--- config.mk ---
export PLATFORM = sky130hd
export DESIGN_NAME = tx_pause_flow_control_regs
export DESIGN_NICKNAME = d
export VERILOG_FILES = /design/src/flowctl_pkg.sv /design/src/tx_pause_flow_control_regs.sv
export SDC_FILE = /design/constraint.sdc
export NUM_CORES = 1
export LEC_CHECK = 0
export ABC_CLOCK_PERIOD_IN_PS = 6680
export BUFFER_PORTS_ARGS = -buffer_cell sky130_fd_sc_hd__buf_2
export CORE_ASPECT_RATIO = 1.4
export CORE_MARGIN = 10
export CORE_UTILIZATION = 35
export DETAILED_ROUTE_END_ITERATION = 7
export GPL_TIMING_DRIVEN = 0
export RECOVER_POWER = 25
export SLEW_MARGIN = 25
export SYNTH_ARGS = -nofsm -noshare
export SYNTH_HDL_FRONTEND = slang
export SYNTH_SLANG_ARGS = --single-unit
--- constraint.sdc ---
create_clock -name ref_clk_in -period 6.68 [get_ports ref_clk_in]
set_input_delay 0.668 -clock ref_clk_in [delete_from_list [all_inputs] [get_ports ref_clk_in]]
set_output_delay 0.668 -clock ref_clk_in [all_outputs]
set_load 0.1 [all_outputs]
--- src/flowctl_pkg.sv ---
package flowctl_pkg;

    // Register port geometry
    localparam int ADDR_W = 16;
    localparam int DATA_W = 32;

    // Priority queues: eight for priority-based control, each with its own enable, request and timers
    localparam int NUM_QUEUES = 8;
    localparam int QSEL_W = 3;
    localparam int QUANTA_W = 16;

    // Register offsets, one word each
    localparam logic [15:0] OFF_REVISION = 16'h0600;
    localparam logic [15:0] OFF_SCRATCH = 16'h0601;
    localparam logic [15:0] OFF_IDENT0 = 16'h0602;
    localparam logic [15:0] OFF_IDENT1 = 16'h0603;
    localparam logic [15:0] OFF_IDENT2 = 16'h0604;
    localparam logic [15:0] OFF_PAUSE_EN = 16'h0605;
    localparam logic [15:0] OFF_PAUSE_REQ = 16'h0606;
    localparam logic [15:0] OFF_HOLDOFF_EN = 16'h0607;
    localparam logic [15:0] OFF_HOLDOFF_WIN = 16'h0608;
    localparam logic [15:0] OFF_QUANTA_WIN = 16'h0609;
    localparam logic [15:0] OFF_QUEUE_SELECT = 16'h060a;

    // Values after reset
    localparam logic [31:0] SCRATCH_RESET = 32'h0000_0000;
    localparam logic [NUM_QUEUES-1:0] PAUSE_EN_RESET = 8'hff;
    localparam logic [NUM_QUEUES-1:0] PAUSE_REQ_RESET = 8'h00;
    localparam logic [NUM_QUEUES-1:0] HOLDOFF_EN_RESET = 8'hff;
    localparam logic [QUANTA_W-1:0] HOLDOFF_RESET = 16'hffff;
    localparam logic [QUANTA_W-1:0] QUANTA_RESET = 16'hffff;
    localparam logic [QSEL_W-1:0] QSEL_RESET = 3'h0;

    // One pause quantum is 512 bit times on a 40 Gb/s link
    localparam int QUANTUM_PS = 12800;
    localparam int CLK_PERIOD_PS = 5000;
    localparam int QUANTUM_CYCLES = (QUANTUM_PS + CLK_PERIOD_PS - 1) / CLK_PERIOD_PS;
    localparam int TICK_W = 4;

    // One beat of the transmit stream, client or inserted pause frame
    typedef struct packed {
        logic valid;
        logic sop;
        logic eop;
        logic pause;
        logic [63:0] data;
    } tx_beat_type;

    // Arbiter states
    typedef enum logic [2:0] {
        ST_IDLE = 3'b001,
        ST_CLIENT = 3'b010,
        ST_PAUSE = 3'b100
    } arb_state_type;

endpackage

--- src/tx_pause_flow_control_regs.sv ---
// Decided for this implementation: the strobed register port.
`timescale 1ns/1ps
module tx_pause_flow_control_regs #(
    // Arbitrary neutral identification values
    parameter logic [31:0] REVISION_ID = 32'h0000_0001,
    parameter logic [31:0] IDENT_WORD0 = 32'h7478_666c,
    parameter logic [31:0] IDENT_WORD1 = 32'h6f77_6374,
    parameter logic [31:0] IDENT_WORD2 = 32'h6c72_6567
) (
    input wire logic ref_clk_in,
    input wire logic reset_n_in,
    input wire logic [flowctl_pkg::ADDR_W-1:0] reg_addr_in,
    input wire logic [flowctl_pkg::DATA_W-1:0] reg_wdata_in,
    input wire logic reg_write_in,
    input wire logic reg_read_in,
    output logic [flowctl_pkg::DATA_W-1:0] reg_rdata_out,
    input wire logic [flowctl_pkg::NUM_QUEUES-1:0] pause_insert_in,
    input wire flowctl_pkg::tx_beat_type client_in,
    output logic client_ready_out,
    output flowctl_pkg::tx_beat_type link_out
);

    localparam int NQ = flowctl_pkg::NUM_QUEUES;
    localparam int QW = flowctl_pkg::QUANTA_W;

    ////////////////////////////////////////////////////////////////////////////
    // Register file

    logic [31:0] scratch; // Free test word
    logic [31:0] next_scratch;
    logic [NQ-1:0] pause_enable; // Per-queue pause enable
    logic [NQ-1:0] next_pause_enable;
    logic [NQ-1:0] pause_request; // Software pause request levels
    logic [NQ-1:0] next_pause_request;
    logic [NQ-1:0] holdoff_enable; // Per-queue XOFF retransmit enable
    logic [NQ-1:0] next_holdoff_enable;
    logic [flowctl_pkg::QSEL_W-1:0] queue_select; // Window entry pointer
    logic [flowctl_pkg::QSEL_W-1:0] next_queue_select;
    logic [QW-1:0] holdoff_table [NQ]; // Retransmit interval per queue
    logic [QW-1:0] next_holdoff_table [NQ];
    logic [QW-1:0] quanta_table [NQ]; // Pause time per queue
    logic [QW-1:0] next_quanta_table [NQ];
    logic [31:0] next_rdata;

    // Decode writes and build the read word for the next cycle
    always_comb begin
        next_scratch = scratch;
        next_pause_enable = pause_enable;
        next_pause_request = pause_request;
        next_holdoff_enable = holdoff_enable;
        next_queue_select = queue_select;
        next_holdoff_table = holdoff_table;
        next_quanta_table = quanta_table;
        next_rdata = 32'h0000_0000;
        if (reg_write_in) begin
            unique case (reg_addr_in)
                flowctl_pkg::OFF_SCRATCH: next_scratch = reg_wdata_in;
                flowctl_pkg::OFF_PAUSE_EN: next_pause_enable = reg_wdata_in[NQ-1:0];
                flowctl_pkg::OFF_PAUSE_REQ: next_pause_request = reg_wdata_in[NQ-1:0];
                flowctl_pkg::OFF_HOLDOFF_EN: next_holdoff_enable = reg_wdata_in[NQ-1:0];
                flowctl_pkg::OFF_QUEUE_SELECT: begin
                    // Last value written chooses the table entry
                    next_queue_select = reg_wdata_in[flowctl_pkg::QSEL_W-1:0];
                end
                flowctl_pkg::OFF_HOLDOFF_WIN: begin
                    next_holdoff_table[queue_select] = reg_wdata_in[QW-1:0];
                end
                flowctl_pkg::OFF_QUANTA_WIN: begin
                    next_quanta_table[queue_select] = reg_wdata_in[QW-1:0];
                end
                default: begin
                    // Read-only or unmapped: write ignored
                end
            endcase
        end
        if (reg_read_in) begin
            unique case (reg_addr_in)
                flowctl_pkg::OFF_REVISION: next_rdata = REVISION_ID;
                flowctl_pkg::OFF_SCRATCH: next_rdata = scratch;
                flowctl_pkg::OFF_IDENT0: next_rdata = IDENT_WORD0;
                flowctl_pkg::OFF_IDENT1: next_rdata = IDENT_WORD1;
                flowctl_pkg::OFF_IDENT2: next_rdata = IDENT_WORD2;
                flowctl_pkg::OFF_PAUSE_EN: next_rdata[NQ-1:0] = pause_enable;
                flowctl_pkg::OFF_PAUSE_REQ: next_rdata[NQ-1:0] = pause_request;
                flowctl_pkg::OFF_HOLDOFF_EN: next_rdata[NQ-1:0] = holdoff_enable;
                flowctl_pkg::OFF_QUEUE_SELECT: begin
                    next_rdata[flowctl_pkg::QSEL_W-1:0] = queue_select;
                end
                flowctl_pkg::OFF_HOLDOFF_WIN: next_rdata[QW-1:0] = holdoff_table[queue_select];
                flowctl_pkg::OFF_QUANTA_WIN: next_rdata[QW-1:0] = quanta_table[queue_select];
                default: next_rdata = 32'h0000_0000; // Unmapped reads zero
            endcase
        end
    end

    // Register the file and the read word
    always_ff @(posedge ref_clk_in) begin
        if (!reset_n_in) begin
            scratch <= flowctl_pkg::SCRATCH_RESET;
            pause_enable <= flowctl_pkg::PAUSE_EN_RESET;
            pause_request <= flowctl_pkg::PAUSE_REQ_RESET;
            holdoff_enable <= flowctl_pkg::HOLDOFF_EN_RESET;
            queue_select <= flowctl_pkg::QSEL_RESET;
            for (int i = 0; i < NQ; i++) begin
                holdoff_table[i] <= flowctl_pkg::HOLDOFF_RESET;
                quanta_table[i] <= flowctl_pkg::QUANTA_RESET;
            end
            reg_rdata_out <= 32'h0000_0000;
        end else begin
            scratch <= next_scratch;
            pause_enable <= next_pause_enable;
            pause_request <= next_pause_request;
            holdoff_enable <= next_holdoff_enable;
            queue_select <= next_queue_select;
            holdoff_table <= next_holdoff_table;
            quanta_table <= next_quanta_table;
            reg_rdata_out <= next_rdata;
        end
    end

    ////////////////////////////////////////////////////////////////////////////
    // Pause engine: request edges, pending frames, hold-off timers

    logic [NQ-1:0] request_level; // Insert input or register, per queue
    logic [NQ-1:0] request_prev; // Level one cycle ago
    logic [NQ-1:0] next_request_prev;
    logic [NQ-1:0] xoff_pend; // XOFF frame waiting for a gap
    logic [NQ-1:0] next_xoff_pend;
    logic [NQ-1:0] xon_pend; // XON frame waiting for a gap
    logic [NQ-1:0] next_xon_pend;
    logic [QW-1:0] holdoff_count [NQ]; // Quanta left before resend
    logic [QW-1:0] next_holdoff_count [NQ];
    logic [flowctl_pkg::TICK_W-1:0] tick_count; // Quantum prescaler
    logic [flowctl_pkg::TICK_W-1:0] next_tick_count;
    logic quantum_tick;
    logic [NQ-1:0] sent_xoff; // From the arbiter: frame sent this cycle
    logic [NQ-1:0] sent_xon;

    // Either request path counts; the two are ORed, neither one is preferred
    assign request_level = pause_request | pause_insert_in;
    assign quantum_tick = (tick_count == flowctl_pkg::TICK_W'(flowctl_pkg::QUANTUM_CYCLES - 1));

    // Compute pending frames and timer values
    always_comb begin
        next_request_prev = request_level;
        next_tick_count = quantum_tick ? '0 : tick_count + 1'b1;
        next_xoff_pend = xoff_pend & ~sent_xoff;
        next_xon_pend = xon_pend & ~sent_xon;
        next_holdoff_count = holdoff_count;
        for (int i = 0; i < NQ; i++) begin
            if (!request_level[i] || !holdoff_enable[i]) begin
                // Timer clears to zero once the request or hold-off is gone
                next_holdoff_count[i] = '0;
            end else if (sent_xoff[i]) begin
                next_holdoff_count[i] = holdoff_table[i];
            end else if (quantum_tick && holdoff_count[i] != '0) begin
                next_holdoff_count[i] = holdoff_count[i] - 1'b1;
                if (holdoff_count[i] == QW'(1)) begin
                    next_xoff_pend[i] = 1'b1;
                end
            end
            if (request_level[i] && !request_prev[i]) begin
                // Rising request: XOFF replaces any waiting XON
                next_xoff_pend[i] = 1'b1;
                next_xon_pend[i] = 1'b0;
            end else if (!request_level[i] && request_prev[i]) begin
                next_xon_pend[i] = 1'b1;
                next_xoff_pend[i] = 1'b0;
            end
            if (!pause_enable[i]) begin
                // Disabled queue never emits
                next_xoff_pend[i] = 1'b0;
                next_xon_pend[i] = 1'b0;
            end
        end
    end

    // Register the pause engine
    always_ff @(posedge ref_clk_in) begin
        if (!reset_n_in) begin
            request_prev <= '0;
            tick_count <= '0;
            xoff_pend <= '0;
            xon_pend <= '0;
            for (int i = 0; i < NQ; i++) begin
                holdoff_count[i] <= '0;
            end
        end else begin
            request_prev <= next_request_prev;
            tick_count <= next_tick_count;
            xoff_pend <= next_xoff_pend;
            xon_pend <= next_xon_pend;
            holdoff_count <= next_holdoff_count;
        end
    end

    ////////////////////////////////////////////////////////////////////////////
    // Transmit arbiter: client frames and inserted pause frames

    flowctl_pkg::arb_state_type state; // Where the stream stands
    flowctl_pkg::arb_state_type next_state;
    flowctl_pkg::tx_beat_type next_link;
    logic next_client_ready;
    logic client_take; // Client beat accepted this cycle
    logic pick_valid; // Some pause frame is waiting
    logic pick_xon; // Chosen frame is XON
    logic [flowctl_pkg::QSEL_W-1:0] pick_queue; // Chosen queue, lowest first
    logic [flowctl_pkg::QSEL_W-1:0] send_queue; // Queue latched for insertion
    logic [flowctl_pkg::QSEL_W-1:0] next_send_queue;
    logic send_xon;
    logic next_send_xon;

    assign client_take = client_in.valid && client_ready_out;

    // Choose the next pause frame: XOFF over XON, low queue first
    always_comb begin
        pick_valid = 1'b0;
        pick_xon = 1'b0;
        pick_queue = '0;
        for (int i = NQ - 1; i >= 0; i--) begin
            if (xon_pend[i]) begin
                pick_valid = 1'b1;
                pick_xon = 1'b1;
                pick_queue = flowctl_pkg::QSEL_W'(i);
            end
        end
        for (int i = NQ - 1; i >= 0; i--) begin
            if (xoff_pend[i]) begin
                pick_valid = 1'b1;
                pick_xon = 1'b0;
                pick_queue = flowctl_pkg::QSEL_W'(i);
            end
        end
    end

    // Sequence the stream and build the outgoing beat
    always_comb begin
        next_state = state;
        next_send_queue = send_queue;
        next_send_xon = send_xon;
        next_link = '0;
        sent_xoff = '0;
        sent_xon = '0;
        unique case (state)
            flowctl_pkg::ST_IDLE, flowctl_pkg::ST_CLIENT: begin
                if (client_take) begin
                    // Pass the client beat straight on
                    next_link = client_in;
                    next_link.pause = 1'b0;
                end
                if (client_take && client_in.sop && !client_in.eop) begin
                    next_state = flowctl_pkg::ST_CLIENT;
                end else if (state == flowctl_pkg::ST_CLIENT && !(client_take && client_in.eop)) begin
                    // Never split a frame in flight
                    next_state = flowctl_pkg::ST_CLIENT;
                end else if (pick_valid) begin
                    // Gap between frames: claim it for a pause frame
                    next_state = flowctl_pkg::ST_PAUSE;
                    next_send_queue = pick_queue;
                    next_send_xon = pick_xon;
                end else begin
                    next_state = flowctl_pkg::ST_IDLE;
                end
            end
            flowctl_pkg::ST_PAUSE: begin
                // One descriptor beat; the framer expands it to a pause frame
                next_link.valid = 1'b1;
                next_link.sop = 1'b1;
                next_link.eop = 1'b1;
                next_link.pause = 1'b1;
                next_link.data[19] = send_xon;
                next_link.data[18:16] = send_queue;
                next_link.data[15:0] = send_xon ? '0 : quanta_table[send_queue];
                sent_xoff[send_queue] = !send_xon;
                sent_xon[send_queue] = send_xon;
                next_state = flowctl_pkg::ST_IDLE; // Client traffic resumes
            end
            default: next_state = flowctl_pkg::ST_IDLE;
        endcase
        next_client_ready = (next_state != flowctl_pkg::ST_PAUSE);
    end

    // Register the arbiter and the stream outputs
    always_ff @(posedge ref_clk_in) begin
        if (!reset_n_in) begin
            state <= flowctl_pkg::ST_IDLE;
            send_queue <= '0;
            send_xon <= 1'b0;
            link_out <= '0;
            client_ready_out <= 1'b0;
        end else begin
            state <= next_state;
            send_queue <= next_send_queue;
            send_xon <= next_send_xon;
            link_out <= next_link;
            client_ready_out <= next_client_ready;
        end
    end

endmodule

Word level (Yosys, flattened, before mapping):

Index checks and enable logic that the tools add are counted.

* $add $sub $neg: 9
* $mul: 0
* div/mod/pow operators: 0
* $lt $le $gt $ge: 5
* eq/ne operators: 24
* shifts and indexed selects: 0
* mux-type cells: 141
* bitwise operators: 20
* reduce and logical (&&, ||, !) cells: 119

Operators by type and width (count)
* $mux W16: 24
* $bwmux W128: 2
* $eq A16 B11 Y1 const B: 11
* $bmux W16 S3: 3
* $eq A16 B1 Y1 const B: 8
* $reduce_bool A16 Y1: 8
* $sub A16 B1 Y16 const B: 8
* $mux W1: 81
* $mux W68: 1
* $pmux W16 S4: 1
* $mux W3: 20
* $demux W16 S3: 1
* $pmux W8 S6: 1
* $pmux W5 S9: 1
* $pmux W20 S2: 1
* $and A8 B8 Y8: 4
* $reduce_and A2 Y1: 16
* $logic_and A1 B1 Y1: 31
* $pmux W3 S10: 1
* $logic_not A1 Y1: 27
* $reduce_or A3 Y1: 8
* $reduce_or A2 Y1: 11
* $mux W8: 2
* $not A8 Y8: 2
* 19 further kinds: 45

* register bits after elaboration: 579
* latch bits: 0
* RAM bits: 0
* memory bits (read-only): 0
* logic and storage cells: 376
* memories: 0

Logic depth before layout (Yosys ltp):

* depth after elaboration: 21
* gate-level depth with buffers: 11
* depth with buffers taken out: 8

Worst setup path after synthesis:

OpenSTA, ideal clock, no wires.

* path kind: input to register
* start point: in reg_addr_in[13] (netlist bit)
* end point: reg quanta_table[22] (netlist bit)
* setup time: 137 ps
* data arrival time: 2748 ps
* slack: 3795 ps
* stages: 9
* buffers on the path: 3
* cell sequence: or4b_1 buf_2 or3_4 nand3b_4 or3_1 clkbuf_1 buf_2 nand2_1 nand3_1

* word-level cells in the longest chain between the ends: 2

Ends and longest elaborated chain
* start: declaration: RTL line tx_pause_flow_control_regs.sv:12 `input wire logic [flowctl_pkg::ADDR_W-1:0] reg_addr_in,`
* $eq A16 B11 Y1: RTL line tx_pause_flow_control_regs.sv:56 `unique case (reg_addr_in)`
* $reduce_and A2 Y1 (no source line)
* end signal: indexed assignment: RTL line tx_pause_flow_control_regs.sv:106 `quanta_table[i] <= flowctl_pkg::QUANTA_RESET;`
* end signal: assignment: RTL line tx_pause_flow_control_regs.sv:116 `quanta_table <= next_quanta_table;`
* end: declaration: RTL line tx_pause_flow_control_regs.sv:41 `logic [QW-1:0] quanta_table [NQ];`

Every way passes these cells.
A chain may end at the register's enable or synchronous reset.

Worst setup path in the final report:

* start point: reg tick_count[0] (netlist bit)
* end point: reg holdoff_count[16] (netlist bit)

* word-level cells in the longest chain between the ends: 3

Ends and longest elaborated chain
* start: declaration: RTL line tx_pause_flow_control_regs.sv:133 `logic [flowctl_pkg::TICK_W-1:0] tick_count;`
* start signal: assignment: RTL line tx_pause_flow_control_regs.sv:190 `tick_count <= next_tick_count;`
* $eq A4 B2 Y1: RTL line tx_pause_flow_control_regs.sv:141 `assign quantum_tick = (tick_count == flowctl_pkg::TICK_W'(flowctl_pkg::QUANTUM_CYCLES - 1));`
* $logic_and A1 B1 Y1: RTL line tx_pause_flow_control_regs.sv:156 `end else if (quantum_tick && holdoff_count[i] != '0) begin`
* $reduce_bool A2 Y1 (no source line)
* end signal: assignment: RTL line tx_pause_flow_control_regs.sv:193 `holdoff_count <= next_holdoff_count;`
* end: declaration: RTL line tx_pause_flow_control_regs.sv:131 `logic [QW-1:0] holdoff_count [NQ];`

Every way passes these cells.

==> impl_results.md <==
* Peak supply drop at 241 uV
* Die area at 86500 um^2
* Critical Path Fanout Max at 10
* Req. time, crit path at 7.22 ns
* Initial antenna violation count at 8
* First-pass GRT wire length at 173000 um
* Fin Setup TNS at 0 ns
* Total vias in the final route at 26100
* Syn Nets at 3372
* Biggest area consumer among synthesized cells: dfxtp_1
* Number of antenna-violating nets in the routed design at 0
* Via density per instance at 5.79
* Async SR Flop Fraction at 0%
* Vias in the first global route at 25200
* Startpoint Class: flip-flop
* Share of post-route cells with drive strength above 1 at 9.29%
* Area contributors post-synth: dfxtp_1 (44%), nand2_1 (11%), nand3_1 (6.2%)
* Max Cap Viol at 0
* Core area at 74100 um^2
* Clk sinks at 579
* Worst skew pair latency at 0.66 ns
* Post-route setup slack at 2.53 ns
* Max Buffers Root-to-Sink at 3
* Leakage power at 11.7 nW
* Final Hold Viols at 0
* Fin crit share at 62.1%
* All-Layer GR Usage at 27.0%
* Hold-fix buffers, CTS at 0
* Hold WC Path Type: primary input to flip-flop
* Post-place setup slack at 2.59 ns
* Tmin final at 4.15 ns
* Syn Inst Count at 3226
* Unrepaired setup endpoints after global routing: false
* Initial DRC Count at 2771
* Final WL at 122000 um
* Pwr Density at 260 nW/um^2
* WL per Instance at 27.0 um
* Area grow syn2layout at 16.0%
* Avg Cell Area, Syn at 8.14 um^2
* Outcome: completed
* Largest net degree at the start of global routing at 16
* Setup fix buffers added after clock tree synthesis at 0
* TritonCTS buffer count at 56
* Width of the die at 251 um
* Register bit total from synthesis at 579
* Clock Skews at 0.0384 ns
* Worst-Margin Slew at 1.27 ns
* CTS resizes at 0
* DRC errors left at 0
* Warnings from Yosys at 0
* Top-count cell post-synth: nand2_1
* I/O pins at 229
* EDFF count, synth at 0
* DRT Pass-1 Iters at 6
* Clk pin slew, worst setup/hold paths at 0.06 ns
* Layout Nets at 3652
* Post-synthesis sequential area ratio at 44.1%
* HPWL Detailed at 92400 um
* GRT Residual Overflow at 0
* H-tree levels at 2
* Chip height at 344 um
* Synth Flop Type: dfxtp_1
* Final Slew Violations at 0
* Initial core utilization at 35.4%
* Synth cell types at 79
* CTS tree: yes
* CP Capture Type: flip-flop
* Rows at 118
* CTS root buf: clkbuf_16
* CP arrival at 4.69 ns
* I/O Buffers at 214
* Worst slew margin at 15.9%
* Mapped Area at 26300 um^2
* Synth top cells by count: nand2_1 (761), dfxtp_1 (579), nand3_1 (324)
* Max Clock Freq at 241 MHz
* Routability Congestion at 1.03
* Final setup violation count at 0
* Share of the synthesized area in the top cell type at 44.1%
* Critical path type: flip-flop to flip-flop
* # fillers at 7685
-- power by group --
group | total [mW] | switching, mW | internal (mW) | leakage, nW
Combinational | 0.975 | 0.740 | 0.235 | 6.08
Sequential | 3.53 | 0.0338 | 3.50 | 4.68
Clock | 3.41 | 1.49 | 1.91 | 0.942
Total | 7.91 | 2.27 | 5.64 | 11.7
-- cells in the final DEF (no fill, tap or decap), types with 12 or more instances in the layout --
master	Yosys	final
clkbuf_16	0	57
a31oi_1	20	20
or3_1	12	12
ha_1	18	18
nand3b_1	15	15
nand2b_1	16	16
mux2i_1	43	43
dfxtp_1	579	579
and3_1	57	57
o22ai_1	24	24
nand4_1	31	31
nor4_1	37	36
buf_2	19	134
and2_1	18	14
a21boi_0	40	41
nor2_1	248	246
xor2_1	36	36
o21ai_0	45	45
xnor2_1	57	57
a22oi_1	89	89
nor2b_1	19	19
or4_1	22	22
inv_1	31	31
a211oi_1	117	117
nand2_1	761	761
nor3_1	53	52
nand3_1	324	324
mux4_2	35	35
clkbuf_1	210	306
a21oi_1	72	72
-- final timing paths --
| kind | from | end | slack [ns] | cells after the start |
|---|---|---|---|---|
| max reg2reg | tick_count[0] | holdoff_count[16] | 2.53 | 9 |
| max | tick_count[0] | holdoff_count[16] | 2.53 | 9 |
| min reg2reg | scratch[4] | scratch[4] | 0.46 | 2 |
| min | client_in[66] | link_out[66] | 0.26 | 3 |
-- state kept, by name (all words and copies together) (netlist names) --
signal and flops:
pause_request 8, holdoff_count 128, scratch 32, xon_pend 8, send_queue 3, xoff_pend 8
client_ready_out 1, tick_count 4, queue_select 3, state 3, reg_rdata_out 32, request_prev 8
holdoff_table 128, link_out 68, holdoff_enable 8, pause_enable 8, send_xon 1, quanta_table 128
-- metrics by stage --
stage / util (%) / std cells / power [mW] / area [um^2] / hold WS [ns]
after floorplan: - / 3226 / 4.15 / 26300 / 0.430
after global placement: 38.5 / 4400 / 4.55 / 28500 / 0.442
after detailed placement: 38.6 / 4407 / 4.56 / 28600 / 0.446
after CTS: 41.3 / 4510 / 7.91 / 30600 / 0.241
after global routing: 41.1 / 4511 / 8.07 / 30500 / 0.269
final: 41.1 / 4515 / 7.91 / 30500 / 0.261
-- cells by family after synthesis --
| family | Yosys count | synth area share, % |
|---|---|---|
| adder cells (fa/ha/maj) | 20 | 0.934 |
| AND/OR/NAND/NOR | 1675 | 29.5 |
| XOR/XNOR | 93 | 3.10 |
| AO/OA/AOI/OAI | 503 | 13.4 |
| buffers and inverters | 272 | 3.99 |
| flip-flops | 579 | 44.1 |
| multiplexers | 84 | 4.90 |
-- critical path: stages (launching register included) --
cell      delay, ns
dfxtp_1        0.34
inv_1          0.07
ha_1           0.14
nor3b_1        0.31
clkbuf_1       0.84
clkbuf_1       0.68
buf_1          0.83
o21ai_0        0.39
xnor2_1        0.22
a211oi_1       0.22
-- final cells by class --
type | instances | area, um^2 | share of cell area, %
Multi-Input combinational cell | 2375 | 13700 | 44.8
Sequential cell | 579 | 11600 | 38.0
Clock buffer | 72 | 1580 | 5.20
Tap cell | 960 | 1200 | 3.94
Timing Repair Buffer | 222 | 1010 | 3.32
Buffer | 241 | 948 | 3.11
Clock inverter | 31 | 350 | 1.15
Inverter | 31 | 116 | 0.382
Antenna cell | 4 | 10.0 | 0.0329
-- routing by layer --
metal / vias to the layer above / part of all wire (%) / GRT usage (%)
met1: 12500 / 36 / 29.1
met2: 1272 / 47 / 45.8
met3: 462 / 7.5 / 4.88
met5: - / 0.057 / 0
li1: 11900 / - / -
met4: 10 / 9.6 / 22.4
Power figures use the tool's default switching activity.
